--- src/logic/charge_seq_defines.svh ---
// timing counts, field codes and thresholds for the four-slot charge sequencer
// assumes a 125 MHz clock; included by bare name from the timebase, sequencer and peak store files
`ifndef CHARGE_SEQ_DEFINES_SVH
`define CHARGE_SEQ_DEFINES_SVH

`define CLOCK_MHZ          125
`define LAMP_TICK_MS       160
`define TICKS_PER_SLOT     3
`define BLINK_PERIOD_TICKS 6
`define CYCLE_CS           192
`define HOLDOFF_MIN        4
`define FLAT_MIN           16
`define HOLDOFF_CYCLES     (`HOLDOFF_MIN * 6000 / `CYCLE_CS)
`define FLAT_CYCLES        (`FLAT_MIN * 6000 / `CYCLE_CS)
`define DELTA_MV           2
`define SLOT_COUNT         4
`define LEVEL_W            12
`define FAST_SKIP_CODE     4'hF

`endif

--- src/logic/charge_seq_pkg.sv ---
// types shared by the charge sequencer files
// assumes nothing of its surroundings
package charge_seq_pkg;

   typedef enum logic [5:0] {
      ST_PRESENCE  = 6'b00_0001,
      ST_PRECHARGE = 6'b00_0010,
      ST_FAST      = 6'b00_0100,
      ST_TOPOFF    = 6'b00_1000,
      ST_MAINT     = 6'b01_0000,
      ST_FAULT     = 6'b10_0000
   } slot_state_e;

   typedef enum logic [1:0] {
      display_pattern_a = 2'h0,
      display_pattern_b = 2'h1,
      display_pattern_c = 2'h2
   } display_mode_e;

endpackage : charge_seq_pkg

--- src/logic/charge_timebase.sv ---
// slot and blink timebase: 0.16 s ticks, three ticks a slot, slots 0..3 in turn
// assumes a free-running clock; reset is synchronous
`timescale 1ns/10ps
`include "charge_seq_defines.svh"
module charge_timebase
   import charge_seq_pkg::*;
#(
   parameter int TICK_CYCLES = `LAMP_TICK_MS * 1000 * `CLOCK_MHZ
) (
   // clock and reset
   input  wire logic       clock,
   input  wire logic       reset,
   // timing outputs
   output logic [1:0]      slot_idx,
   output logic            slot_end,
   output logic [2:0]      blink_phase
);
   logic [24:0] tick_cnt;
   logic [1:0]  sub;
   logic        tick_end;

   // last cycle of a tick and of a slot
   assign tick_end = (tick_cnt == 25'(TICK_CYCLES - 1));
   assign slot_end = tick_end && (sub == 2'(`TICKS_PER_SLOT - 1));

   // slot timing never depends on cell state, so slots stay undisturbed
   always_ff @(posedge clock) begin
      if (reset) begin
         tick_cnt    <= '0;
         sub         <= '0;
         slot_idx    <= '0;
         blink_phase <= '0;
      end else begin
         tick_cnt <= tick_end ? '0 : tick_cnt + 25'h000_0001;
         if (tick_end) begin
            sub         <= slot_end ? '0 : sub + 2'h1;
            slot_idx    <= slot_end ? slot_idx + 2'h1 : slot_idx;
            blink_phase <= (blink_phase == 3'(`BLINK_PERIOD_TICKS - 1)) ?
                           '0 : blink_phase + 3'h1;
         end
      end
   end
endmodule : charge_timebase

--- src/logic/four_slot_cell_charge_sequencer.sv ---
// per-slot charge state machines, round-robin gate drive and status lamps
// assumes comparator pins arrive asynchronously; level and timeout are on this clock
`timescale 1ns/10ps
`include "charge_seq_defines.svh"
module four_slot_cell_charge_sequencer
   import charge_seq_pkg::*;
#(
   parameter int TICK_CYCLES = `LAMP_TICK_MS * 1000 * `CLOCK_MHZ
) (
   // clock and reset
   input  wire logic                clock,
   input  wire logic                reset,
   // per-slot cell comparators, bit n is slot n
   input  wire logic [3:0]          cell_sense_present,
   input  wire logic [3:0]          cell_sense_above_low,
   input  wire logic [3:0]          cell_above_open_max,
   input  wire logic [3:0]          cell_above_loaded_max,
   // temperature comparators
   input  wire logic                temp_sense_a_in_window,
   input  wire logic                temp_sense_a_at_stop,
   input  wire logic                temp_sense_b_in_window,
   input  wire logic                temp_sense_b_at_stop,
   // mode pins
   input  wire logic                timeout_set_input_floating,
   input  wire logic [1:0]          display_pattern_select,
   // same-clock measurement and programmed fast timeout in 1.92 s cycles
   input  wire logic [`LEVEL_W-1:0] cell_level_mv,
   input  wire logic [15:0]         charge_timeout_cycles,
   // open-drain charge gates
   output logic [3:0]               charge_gate_n_out,
   output logic [3:0]               charge_gate_n_oe,
   // open-drain status lamps
   output logic [3:0]               status_lamp_out,
   output logic [3:0]               status_lamp_oe
);
   localparam int SYNC_W = 23;
   logic [SYNC_W-1:0]   sync_raw;
   logic [SYNC_W-1:0]   sync_s1;
   logic [SYNC_W-1:0]   sync_s2;
   logic [SYNC_W-1:0]   sync_s3;
   logic [SYNC_W-1:0]   sync_stable;
   logic [3:0]          present;
   logic [3:0]          above_low;
   logic [3:0]          open_max;
   logic [3:0]          loaded_max;
   logic                win_a;
   logic                stop_a;
   logic                win_b;
   logic                stop_b;
   logic                suspend;
   display_mode_e       disp_mode;
   logic [1:0]          slot_idx;
   logic                slot_end;
   logic [2:0]          blink_phase;
   logic [`LEVEL_W-1:0] peak_rd;
   logic [3:0]          pk_we;
   logic [`LEVEL_W-1:0] pk_wd [`SLOT_COUNT];
   logic [3:0]          next_gate;
   logic [3:0]          next_lamp;

   // duty pattern of the owning slot's gate for its phase
   function automatic logic gate_duty(input slot_state_e st, input logic [4:0] cyc);
      case (st)
         ST_FAST:      gate_duty = (cyc[3:0] != `FAST_SKIP_CODE);
         ST_PRECHARGE: gate_duty = (cyc[1:0] == 2'h0);
         ST_TOPOFF:    gate_duty = (cyc[1:0] == 2'h0);
         ST_MAINT:     gate_duty = (cyc == 5'h00);
         default:      gate_duty = 1'b0;
      endcase
   endfunction : gate_duty
   // lamp drive: 1 pulls the lamp low (lit)
   function automatic logic lamp_drive(input slot_state_e st, input display_mode_e m,
                                       input logic [2:0] ph);
      logic long_on;
      logic half_on;
      logic fast_on;
      long_on = (ph < 3'h5);
      half_on = (ph < 3'h3);
      fast_on = !ph[0];
      case (st)
         ST_PRECHARGE, ST_FAST, ST_TOPOFF:
            lamp_drive = (m == display_pattern_c) ? long_on : 1'b1;
         ST_MAINT:
            lamp_drive = (m == display_pattern_a) ? long_on : (m == display_pattern_c);
         ST_FAULT:
            lamp_drive = (m == display_pattern_a) ? half_on : fast_on;
         default:
            lamp_drive = 1'b0;
      endcase
   endfunction : lamp_drive
   // pin synchroniser: three stages, a change counts once stages two and three agree
   assign sync_raw = {cell_sense_present, cell_sense_above_low, cell_above_open_max,
                      cell_above_loaded_max, temp_sense_a_in_window, temp_sense_a_at_stop,
                      temp_sense_b_in_window, temp_sense_b_at_stop,
                      timeout_set_input_floating, display_pattern_select};
   always_ff @(posedge clock) begin
      if (reset) begin
         sync_s1     <= '0;
         sync_s2     <= '0;
         sync_s3     <= '0;
         sync_stable <= '0;
      end else begin
         sync_s1     <= sync_raw;
         sync_s2     <= sync_s1;
         sync_s3     <= sync_s2;
         sync_stable <= (~(sync_s2 ^ sync_s3) & sync_s3) | ((sync_s2 ^ sync_s3) & sync_stable);
      end
   end

   // named views of the filtered pins
   assign present    = sync_stable[22:19];
   assign above_low  = sync_stable[18:15];
   assign open_max   = sync_stable[14:11];
   assign loaded_max = sync_stable[10:7];
   assign win_a      = sync_stable[6];
   assign stop_a     = sync_stable[5];
   assign win_b      = sync_stable[4];
   assign stop_b     = sync_stable[3];
   assign suspend    = sync_stable[2];
   assign disp_mode  = sync_stable[1] ? display_pattern_c :
                       (sync_stable[0] ? display_pattern_b : display_pattern_a);
   charge_timebase #(
      .TICK_CYCLES (TICK_CYCLES)
   ) u_timebase (
      .clock       (clock),
      .reset       (reset),
      .slot_idx    (slot_idx),
      .slot_end    (slot_end),
      .blink_phase (blink_phase)
   );
   peak_store u_peaks (
      .clock      (clock),
      .reset      (reset),
      .write_en   (|pk_we),
      .write_addr (slot_idx),
      .write_data (pk_wd[slot_idx]),
      .read_addr  (slot_idx),
      .read_data  (peak_rd)
   );
   // one independent machine per slot
   for (genvar i = 0; i < `SLOT_COUNT; i++) begin : g_slot
      slot_state_e         st;
      slot_state_e         next_st;
      logic [4:0]          cyc;
      logic [4:0]          next_cyc;
      logic [15:0]         tmr;
      logic [15:0]         next_tmr;
      logic [9:0]          flat;
      logic [9:0]          next_flat;
      logic [6:0]          hold;
      logic [6:0]          next_hold;
      logic                eval;
      logic                temp_win;
      logic                temp_stop;
      logic                gate_on;
      logic                measure;
      logic                new_peak;
      logic                dropped;
      logic                over_loaded;
      logic                off_bad;
      logic                enter_fast;
      logic [`LEVEL_W-1:0] drop;

      // decisions for this slot are taken on the last cycle of its own slot
      assign eval        = slot_end && (slot_idx == 2'(i)) && !suspend;
      assign temp_win    = (i < 2) ? win_a : win_b;
      assign temp_stop   = (i < 2) ? stop_a : stop_b;
      assign gate_on     = charge_gate_n_oe[i];
      assign measure     = (st == ST_FAST) && (cyc[3:0] == `FAST_SKIP_CODE) &&
                           (hold >= 7'(`HOLDOFF_CYCLES));
      assign drop        = peak_rd - cell_level_mv;
      assign new_peak    = measure && (cell_level_mv > peak_rd);
      assign dropped     = measure && (peak_rd > cell_level_mv) &&
                           (drop >= `LEVEL_W'(`DELTA_MV));
      assign over_loaded = gate_on && loaded_max[i];
      assign off_bad     = !gate_on && (open_max[i] || !above_low[i]);
      assign enter_fast  = (st == ST_PRECHARGE) && (next_st == ST_FAST);
      assign pk_we[i]    = eval && present[i] && (enter_fast || new_peak);
      assign pk_wd[i]    = enter_fast ? '0 : cell_level_mv;

      // next phase; suspend and removal outrank everything else
      always_comb begin
         next_st   = st;
         next_cyc  = cyc;
         next_tmr  = tmr;
         next_flat = flat;
         next_hold = hold;
         if (suspend || (eval && !present[i])) begin
            next_st   = ST_PRESENCE;
            next_cyc  = '0;
            next_tmr  = '0;
            next_flat = '0;
            next_hold = '0;
         end else if (eval) begin
            next_cyc = cyc + 5'h01;
            unique case (st)
               ST_PRESENCE: begin
                  next_cyc = '0;
                  if (!open_max[i]) next_st = ST_PRECHARGE;
               end
               ST_PRECHARGE: begin
                  if (over_loaded || temp_stop) begin
                     next_st = ST_FAULT;
                  end else if (above_low[i] && temp_win) begin
                     next_st   = ST_FAST;
                     next_tmr  = '0;
                     next_flat = '0;
                     next_hold = '0;
                  end
               end
               ST_FAST: begin
                  next_tmr  = tmr + 16'h0001;
                  next_hold = (hold >= 7'(`HOLDOFF_CYCLES)) ? hold : hold + 7'h01;
                  next_flat = new_peak ? '0 : flat + 10'h001;
                  if (temp_stop) begin
                     next_st = ST_MAINT;
                  end else if (over_loaded || off_bad) begin
                     next_st = ST_FAULT;
                  end else if (dropped || (flat >= 10'(`FLAT_CYCLES)) ||
                               (tmr >= charge_timeout_cycles)) begin
                     next_st  = ST_TOPOFF;
                     next_tmr = '0;
                  end
               end
               ST_TOPOFF: begin
                  next_tmr = tmr + 16'h0001;
                  if (over_loaded) begin
                     next_st = ST_FAULT;
                  end else if (tmr >= {1'b0, charge_timeout_cycles[15:1]}) begin
                     next_st = ST_MAINT;
                  end
               end
               ST_MAINT: begin
                  if (over_loaded) next_st = ST_FAULT;
               end
               ST_FAULT: begin
                  next_cyc = cyc;
               end
            endcase
         end
      end

      always_ff @(posedge clock) begin
         if (reset) begin
            st   <= ST_PRESENCE;
            cyc  <= '0;
            tmr  <= '0;
            flat <= '0;
            hold <= '0;
         end else begin
            st   <= next_st;
            cyc  <= next_cyc;
            tmr  <= next_tmr;
            flat <= next_flat;
            hold <= next_hold;
         end
      end

      // gate dropped one cycle before the slot ends, so slots never overlap
      assign next_gate[i] = !suspend && (slot_idx == 2'(i)) && !slot_end &&
                            gate_duty(st, cyc);
      assign next_lamp[i] = present[i] && lamp_drive(st, disp_mode, blink_phase);
   end

   // pins drive low only; the enable carries the state
   always_ff @(posedge clock) begin
      if (reset) begin
         charge_gate_n_out <= '0;
         charge_gate_n_oe  <= '0;
         status_lamp_out   <= '0;
         status_lamp_oe    <= '0;
      end else begin
         charge_gate_n_out <= '0;
         charge_gate_n_oe  <= next_gate;
         status_lamp_out   <= '0;
         status_lamp_oe    <= next_lamp;
      end
   end

   // checks
   property p_one_gate;
      @(posedge clock) disable iff (reset) $onehot0(charge_gate_n_oe);
   endproperty
   a_one_gate: assert property (p_one_gate) else $error("two gates active");
   property p_gate_owner;
      @(posedge clock) disable iff (reset)
         (|charge_gate_n_oe) |-> charge_gate_n_oe[$past(slot_idx)];
   endproperty
   a_gate_owner: assert property (p_gate_owner) else $error("gate outside slot");
   property p_suspend_gates;
      @(posedge clock) disable iff (reset) suspend |=> (charge_gate_n_oe == 4'h0);
   endproperty
   a_suspend_gates: assert property (p_suspend_gates) else $error("gate in suspend");
   property p_suspend_reset;
      @(posedge clock) disable iff (reset)
         suspend |=> (g_slot[0].st == ST_PRESENCE) && (g_slot[3].st == ST_PRESENCE) &&
                     (g_slot[1].tmr == 16'h0000);
   endproperty
   a_suspend_reset: assert property (p_suspend_reset) else $error("suspend no reset");
   property p_removal;
      @(posedge clock) disable iff (reset)
         (g_slot[0].eval && !present[0] && g_slot[2].st != ST_PRESENCE && !g_slot[2].eval)
         |=> (g_slot[0].st == ST_PRESENCE) && (g_slot[2].st == $past(g_slot[2].st));
   endproperty
   a_removal: assert property (p_removal) else $error("removal reset wrong");
   property p_loaded_fault;
      @(posedge clock) disable iff (reset)
         (g_slot[0].eval && present[0] && g_slot[0].over_loaded &&
          g_slot[0].st inside {ST_TOPOFF, ST_MAINT}) |=> (g_slot[0].st == ST_FAULT);
   endproperty
   a_loaded_fault: assert property (p_loaded_fault) else $error("no fault on max");
   property p_skip_slot;
      @(posedge clock) disable iff (reset)
         charge_gate_n_oe[0] |->
            !($past(g_slot[0].st) == ST_FAST && $past(g_slot[0].cyc[3:0]) == 4'hF);
   endproperty
   a_skip_slot: assert property (p_skip_slot) else $error("gate in skip slot");
   property p_topoff_half;
      @(posedge clock) disable iff (reset)
         (g_slot[0].eval && present[0] && !g_slot[0].over_loaded &&
          g_slot[0].st == ST_TOPOFF && g_slot[0].tmr >= {1'b0, charge_timeout_cycles[15:1]})
         |=> (g_slot[0].st == ST_MAINT);
   endproperty
   a_topoff_half: assert property (p_topoff_half) else $error("top-off timeout");
   property p_fast_entry;
      @(posedge clock) disable iff (reset)
         $rose(g_slot[0].st == ST_FAST) |-> (g_slot[0].tmr == 16'h0000) && $past(win_a);
   endproperty
   a_fast_entry: assert property (p_fast_entry) else $error("bad fast entry");
   property p_stop_maint;
      @(posedge clock) disable iff (reset)
         (g_slot[2].eval && present[2] && g_slot[2].st == ST_FAST && stop_b)
         |=> (g_slot[2].st == ST_MAINT);
   endproperty
   a_stop_maint: assert property (p_stop_maint) else $error("stop temp ignored");
   c_fast:   cover property (@(posedge clock) g_slot[0].st == ST_FAST);
   c_topoff: cover property (@(posedge clock) g_slot[1].st == ST_TOPOFF);
   c_maint:  cover property (@(posedge clock) g_slot[2].st == ST_MAINT);
   c_fault:  cover property (@(posedge clock) g_slot[3].st == ST_FAULT);
endmodule : four_slot_cell_charge_sequencer

--- src/logic/peak_store.sv ---
// four-word store of each slot's peak cell voltage, registered read
// assumes one write per cycle at most
`timescale 1ns/10ps
`include "charge_seq_defines.svh"
module peak_store
   import charge_seq_pkg::*;
(
   // clock and reset
   input  wire logic                clock,
   input  wire logic                reset,
   // write port
   input  wire logic                write_en,
   input  wire logic [1:0]          write_addr,
   input  wire logic [`LEVEL_W-1:0] write_data,
   // read port
   input  wire logic [1:0]          read_addr,
   output logic [`LEVEL_W-1:0]      read_data
);
   logic [`LEVEL_W-1:0] mem [`SLOT_COUNT];

   // storage needs no reset: a word is cleared on every fast-charge entry
   always_ff @(posedge clock) begin
      if (write_en) begin
         mem[write_addr] <= write_data;
      end
   end

   always_ff @(posedge clock) begin
      if (reset) begin
         read_data <= '0;
      end else begin
         read_data <= mem[read_addr];
      end
   end
endmodule : peak_store

--- config.mk ---
export PLATFORM = sky130hd
export DESIGN_NAME = four_slot_cell_charge_sequencer
export DESIGN_NICKNAME = d
export VERILOG_FILES = /design/src/logic/charge_seq_pkg.sv /design/src/logic/charge_timebase.sv /design/src/logic/four_slot_cell_charge_sequencer.sv /design/src/logic/peak_store.sv
export VERILOG_INCLUDE_DIRS = /design/src /design/src/logic
export SDC_FILE = /design/constraint.sdc
export NUM_CORES = 1
export LEC_CHECK = 0
export ABC_AREA = 0
export BUFFER_PORTS_ARGS = -buffer_cell sky130_fd_sc_hd__buf_2
export CAP_MARGIN = 20
export CORE_ASPECT_RATIO = 0.8
export CORE_MARGIN = 2
export CORE_UTILIZATION = 63
export DETAILED_ROUTE_END_ITERATION = 8
export PLACE_DENSITY = 0.78
export SKIP_LAST_GASP = 1
export SLEW_MARGIN = 20
export SYNTH_ARGS = -nofsm -noshare
export SYNTH_HDL_FRONTEND = slang
export SYNTH_SLANG_ARGS = --single-unit
--- constraint.sdc ---
create_clock -name clock -period 5.6 [get_ports clock]
set_input_delay 1.68 -clock clock [delete_from_list [all_inputs] [get_ports clock]]
set_output_delay 1.68 -clock clock [all_outputs]
set_load 0.01 [all_outputs]
Word level (Yosys, flattened, before mapping) --
Memory sizes are Yosys's and may differ from the RTL's. A register that Yosys moved wholly into a read port is not among the register bits. Index checks and enable logic that the tools add are counted.
Word-level totals: input port bits 53, RAM bits 48, word-level logic and storage cells 436, flip-flop bits (word level) 308, output and inout port bits 16, memories kept 1, memory bits (read-only) 0, latch bits 0
Memories:
- u_peaks.mem | depth 4, bits a word 12, rd ports 1, clocked after Yosys merged registers in 1, wr ports 1, RTL line peak_store.sv:19 | logic [`LEVEL_W-1:0] mem [`SLOT_COUNT];
Operators by class: div/mod/pow operators 0, add/sub/neg operators 21, shift operators 0, $mul 0, magnitude comparators 22, mux-type cells 132, reduce and logical (&&, ||, !) cells 165, bitwise operators 10, eq/ne operators 55
Operators with widths (number):
- $mux W16 | 20
- $mux W6 | 44
- $pmux W16 S3 | 4
- $mux W10 | 12
- $pmux W6 S5 | 4
- $mux W7 | 12
- $pmux W10 S2 | 4
- $logic_and A1 B1 Y1 | 73
- $mux W12 | 6
- $add A16 B1 Y16 const B | 4
- $ge A16 B15 Y1 | 4
- $ge A16 B16 Y1 | 4
- $pmux W7 S2 | 4
- $eq A6 B3 Y1 const B | 8
- $and A23 B23 Y23 | 2
- $add A10 B1 Y10 const B | 4
- $ge A10 B9 Y1 const B | 4
- $pmux W5 S2 | 4
- $reduce_and A4 Y1 | 8
- $add A7 B1 Y7 const B | 4
- $ge A7 B7 Y1 const B | 4
- $logic_or A1 B1 Y1 | 28
- $add A25 B1 Y25 const B | 1
- $eq A25 B25 Y1 const B | 1
- 41 further kinds | 142

Longest topological paths before layout --
depth in word-level cells 20, gate-level depth with buffers 14

Hierarchy --
From an unflattened synthesis, not the netlist that was laid out.
Second synthesis, totals: cell total of the unflattened synthesis 2217, area, all modules 19944.1 um^2
Modules (own cells, without submodules):
- four_slot_cell_charge_sequencer | cells an instance 1932, seq. area each 5525.3 um^2, instances 1, area an instance 16270.6 um^2
- peak_store | cells an instance 108, seq. area each 1681.6 um^2, instances 1, area an instance 2105.8 um^2
- charge_timebase | cells an instance 177, seq. area each 640.6 um^2, instances 1, area an instance 1567.8 um^2

Worst setup path after synthesis --
OpenSTA, ideal clock, no wires.
path kind input-to-reg, start point input port cell_level_mv[0], end point memory u_peaks.mem[0][0] in the netlist's numbering (enable), path slack 0.788 ns, stages 12, arrival 4.458 ns, path buffers 0, path through ha_1 -> fa_1 -> nand2b_1 -> a211oi_1 -> nor2_1 -> xnor2_1 -> a211o_1 -> nor4_2 -> o211a_1 -> nor2_1 -> o2111ai_1 -> and2_1
On the way: longest elaborated chain between the ends 18
RTL lines:
- start, declared | RTL line four_slot_cell_charge_sequencer.sv:27 | input wire logic [`LEVEL_W-1:0] cell_level_mv,
- $sub A12 B12 Y12 or $gt A12 B12 Y1 (tied branches) | RTL line four_slot_cell_charge_sequencer.sv:171, four_slot_cell_charge_sequencer.sv:173
- $ge A12 B2 Y1 or $logic_and A1 B1 Y1 (tied branches) | RTL line four_slot_cell_charge_sequencer.sv:174, four_slot_cell_charge_sequencer.sv:173
- $logic_and A1 B1 Y1 | RTL line four_slot_cell_charge_sequencer.sv:173 | assign dropped = measure && (peak_rd > cell_level_mv) &&
- $logic_or A1 B1 Y1 (2 in a row) | RTL line four_slot_cell_charge_sequencer.sv:219 | end else if (dropped || (flat >= 10'(`FLAT_CYCLES)) ||
- $mux W6 | RTL line four_slot_cell_charge_sequencer.sv:219
- $mux W6 | RTL line four_slot_cell_charge_sequencer.sv:217 | end else if (over_loaded || off_bad) begin
- $mux W6 | RTL line four_slot_cell_charge_sequencer.sv:215 | if (temp_stop) begin
- $pmux W6 S5 | RTL line four_slot_cell_charge_sequencer.sv:196 | unique case (st)
- $mux W6 | RTL line four_slot_cell_charge_sequencer.sv:194 | end else if (eval) begin
- $mux W6 | RTL line four_slot_cell_charge_sequencer.sv:188 | if (suspend || (eval && !present[i])) begin
- $eq A6 B3 Y1 | RTL line four_slot_cell_charge_sequencer.sv:177 | assign enter_fast = (st == ST_PRECHARGE) && (next_st == ST_FAST);
- $logic_and A1 B1 Y1 | RTL line four_slot_cell_charge_sequencer.sv:177
- $logic_or A1 B1 Y1 | RTL line four_slot_cell_charge_sequencer.sv:178 | assign pk_we[i] = eval && present[i] && (enter_fast || new_peak);
- $logic_and A1 B1 Y1 | RTL line four_slot_cell_charge_sequencer.sv:178
- $reduce_or A4 Y1 (*) | RTL line four_slot_cell_charge_sequencer.sv:134 | .write_en (|pk_we),
- $mux W1 (*) | RTL line peak_store.sv:23 | if (write_en) begin
- $mux W1 (implied by the code) (*) | RTL line peak_store.sv:24 | mem[write_addr] <= write_data;
- end, declared | RTL line peak_store.sv:19
Mark *: on every way between the ends. The rest lies on a longest branch, timed or not.

Worst setup path in the final report --
start point input port cell_level_mv[0], end point memory u_peaks.mem[0][3] in the netlist's numbering (enable)
Same word-level chain as after synthesis.

==> metrics.md <==
| Metric | Value |
|---|---|
| Worst vdd ir | 0.2587 mV |
| Overall Global Routing Usage | 29.21% |
| DR iter-0 viols | 1401 |
| Largest net degree at the start of global routing | 76 |
| Overall routed net length | 48.27 mm |
| WP buf/inv | 1 |
| Unrepaired setup endpoints after global routing | no |
| Hold path depth | 1 |
| Clock Sink Count | 368 |
| Final period util | 89.28% |
| Max_cap viols | 0 |
| Yosys Warn Count | 0 |
| Final hold violation count | 0 |
| Root Driver | clkbuf_16 |
| I/O Pins | 69 |
| Final ANT Viol Nets | 0 |
| Main area contributors after synthesis | dfxtp_1 (32%), ha_1 (11%), edfxtp_1 (7.3%), nor2_1 (5.1%), xor2_1 (3.6%) |
| CP cell instances | buf_2 -> ha_1 -> fa_1 -> nand2b_1 -> a211oi_1 -> nor2_1 -> xnor2_1 -> a211o_1 -> nor4_2 -> o211a_1 -> nor2_1 -> o2111ai_1 -> and2_1 |
| Crit path largest cell delay | 600 ps |
| Max-slew headroom | 38.06% |
| Commonest non-fill, non-tap cells in the layout | dfxtp_1 (320), nor2_1 (266), ha_1 (169) |
| Top Family by Delay on Critical Path | simple AND/OR/NAND/NOR gates |
| Commonest non-fill, non-tap cell in the layout | dfxtp_1 |
| Core footprint | 30600 sq um |
| CTS tree | yes |
| Layout cells sized above 1 | 8.210% |
| Flop2flop setup slack | 1490 ps |
| Max FO, Critical Path | 12 |
| Pwr Density | 260.8 nW/um^2 |
| Leakage power | 0.008515 uW |
| HP Class | flip-flop to flip-flop |
| Routed WL per cell | 17.78 um |
| Initial Util | 64.61% |
| Initial DRT Pass Iterations | 6 |
| Htree depth | 2 |
| Register area share after synthesis | 39.70% |
| Mapped cell area | 19770 sq um |
| # DRC | 0 |
| Buffer count from post-CTS setup fixing | 0 |
| Dominant cell type by area after synthesis | dfxtp_1 |
| First-pass GRT wire length | 78.40 mm |
| Worst Path Required | 5760 ps |
| R2R depth | 13 |
| Initial antenna violation count | 1 |
| Antenna diode count | 0 |
| FFs w/ async S/R, synth | 0% |
| Fin. max-slew vios | 0 |
| Die Area | 32820 sq um |
| Critical path's slowest cell | and2_1 |
| CTS Buf Count | 37 |
| Port buffer count | 60 |
| Cell Rows | 57 |
| Skew final | 15.75 ps |
| Clock insertion delay at the later pin of the skew report | 540 ps |
| GPL Wtd Cong | 0.9385 |
| Cell variety after synth | 89 |
| Vias in the first global route | 15430 |
| Synth Area per Inst | 8.841 sq um |
| Hpwl dp | 35.47 mm |
| Hold slack | 432.3 ps |
| Critical Path Stages | 13 |
| Outcome | finished clean |
| Yosys reg bits | 368 |
| Area grow syn2layout | 9.646% |
| Clk slew on worst S/H paths | 60 ps |
| Synth top area share | 32.41% |
| Post-route minimum period | 5000 ps |
| Number of synthesized flops with an enable pin | 48 |
| Final Util | 70.85% |
| Setup crit end kind | flip-flop |
| Final global-route overflow total | 0 |
| Post-Syn Instances | 2236 |
| WP data arrival | 5160 ps |
| Die Ht | 162.4 um |
| Worst setup SP type | input port |
| Final setup vio count | 0 |
| Vias per cell | 6.102 |
| Via count | 16570 |
| Top FF cell, synth | dfxtp_1 |
| Bufs on Longest Clock Path | 3 |
| CTS resizes | 0 |
| Post-layout nets | 2497 |
| CTS Hold Buffers Added | 0 |
| Worst-Margin Slew | 922.1 ps |
| Setup TNS Final | 0 ps |
| Most used cell, CP | nor2_1 |
| Die X | 202.1 um |
| CP Class | input port to flip-flop |
| Fmax | 0.2000 GHz |
worst reg2reg max path: cells and delay by family, from the launching register on:
kind | cells | cell delay [ps]
xor gates and xnor gates | 1 | 160
and+or+nand+nor | 5 | 1310
buffers and inverters | 1 | 80
DFF | 1 | 320
adders and majority gates | 2 | 620
AOI/OAI and AO/OA | 4 | 1240
synthesized netlist by cell type (all sizes together), types with 10 or more instances:
master,count
mux2i,16
and4,17
a21o,24
mux4,12
nand2b,26
nor2,268
and3,38
nand3b,16
o21ai,126
or3,28
a31oi,17
clkbuf,49
dfxtp,320
nor2b,105
nand3,102
a21oi,131
buf,30
ha,169
nor3b,14
nor3,70
a211oi,12
nor4,14
xnor2,58
inv,81
and2,19
o21a,10
edfxtp,48
nand4,56
nand2,166
xor2,81
where the power goes:
group	leakage (uW)	internal (uW)	total, uW	switching, uW
combinational	0.00483	83.9	234	150
clock	0.000664	1660	2710	1060
sequential	0.00302	2700	2710	12.6
total	0.00852	4430	5650	1220
worst paths after layout:
check	startpoint	to
worst min-delay path	sync_s1[1]	sync_s2[1]
worst max register to register	u_peaks.read_data[0]	u_peaks.mem[0][3]
worst min register to register	sync_s1[1]	sync_s2[1]
worst max-delay path	cell_level_mv[0]	u_peaks.mem[0][3]
kinds of logic (layout without fill, tap and decap cells):
family / after synthesis / in the layout / synth area share [%]
other: 1 / 8 / 0.01897
muxes: 28 / 28 / 2.177
buffers and inverters: 160 / 219 / 3.411
adders and majority gates: 170 / 170 / 10.80
and+or+nand+nor: 972 / 972 / 25.50
AOI/OAI and AO/OA: 398 / 398 / 12.24
xor gates and xnor gates: 139 / 139 / 6.158
DFF: 368 / 368 / 39.70
cell type report:
cell class,count,area [sq um]
multi-input cells,1715,11280
fillers,2303,8920
flip-flops and latches,368,7848
clock buffers,51,1101
well taps,413,516.7
repair buffers,71,385.4
inverters,81,304.0
clock inverters,16,236.5
through the flow:
step           instances  area [sq um]  power (uW)  worst slack (ps)
6_report            2715         21680        5653             600.1
5_1_grt             2715         21680        5813             428.2
4_1_cts             2715         21680        5675             605.7
3_5_place_dp        2648         20340        2995             42.52
3_3_place_gp        2648         20330        2985             249.8
2_1_floorplan       2243         19800        2918             787.5
flip-flops by register name, summed over array words and instances (netlist names), 3 cells and up, named ones only:
register and cells:
sync_s2 23, status_lamp_oe 4, u_peaks.read_data 12, u_timebase.blink_phase 3, charge_gate_n_oe 4, g_slot.hold 28, sync_s1 23, u_timebase.tick_cnt 25
g_slot.flat 40, g_slot.tmr 64, g_slot.st 24, g_slot.cyc 20, u_peaks.mem 48, sync_s3 23
routing by layer:
layer	part of all wire (%)	global-route usage (%)	vias to the layer above
li1	-	-	8017
met1	46	41.65	7830
met2	43	45.42	633
met3	8.4	6.082	85
met4	2.1	7.353	2
met5	0.015	0	-
Note: power is estimated with default switching activity, not from simulation.
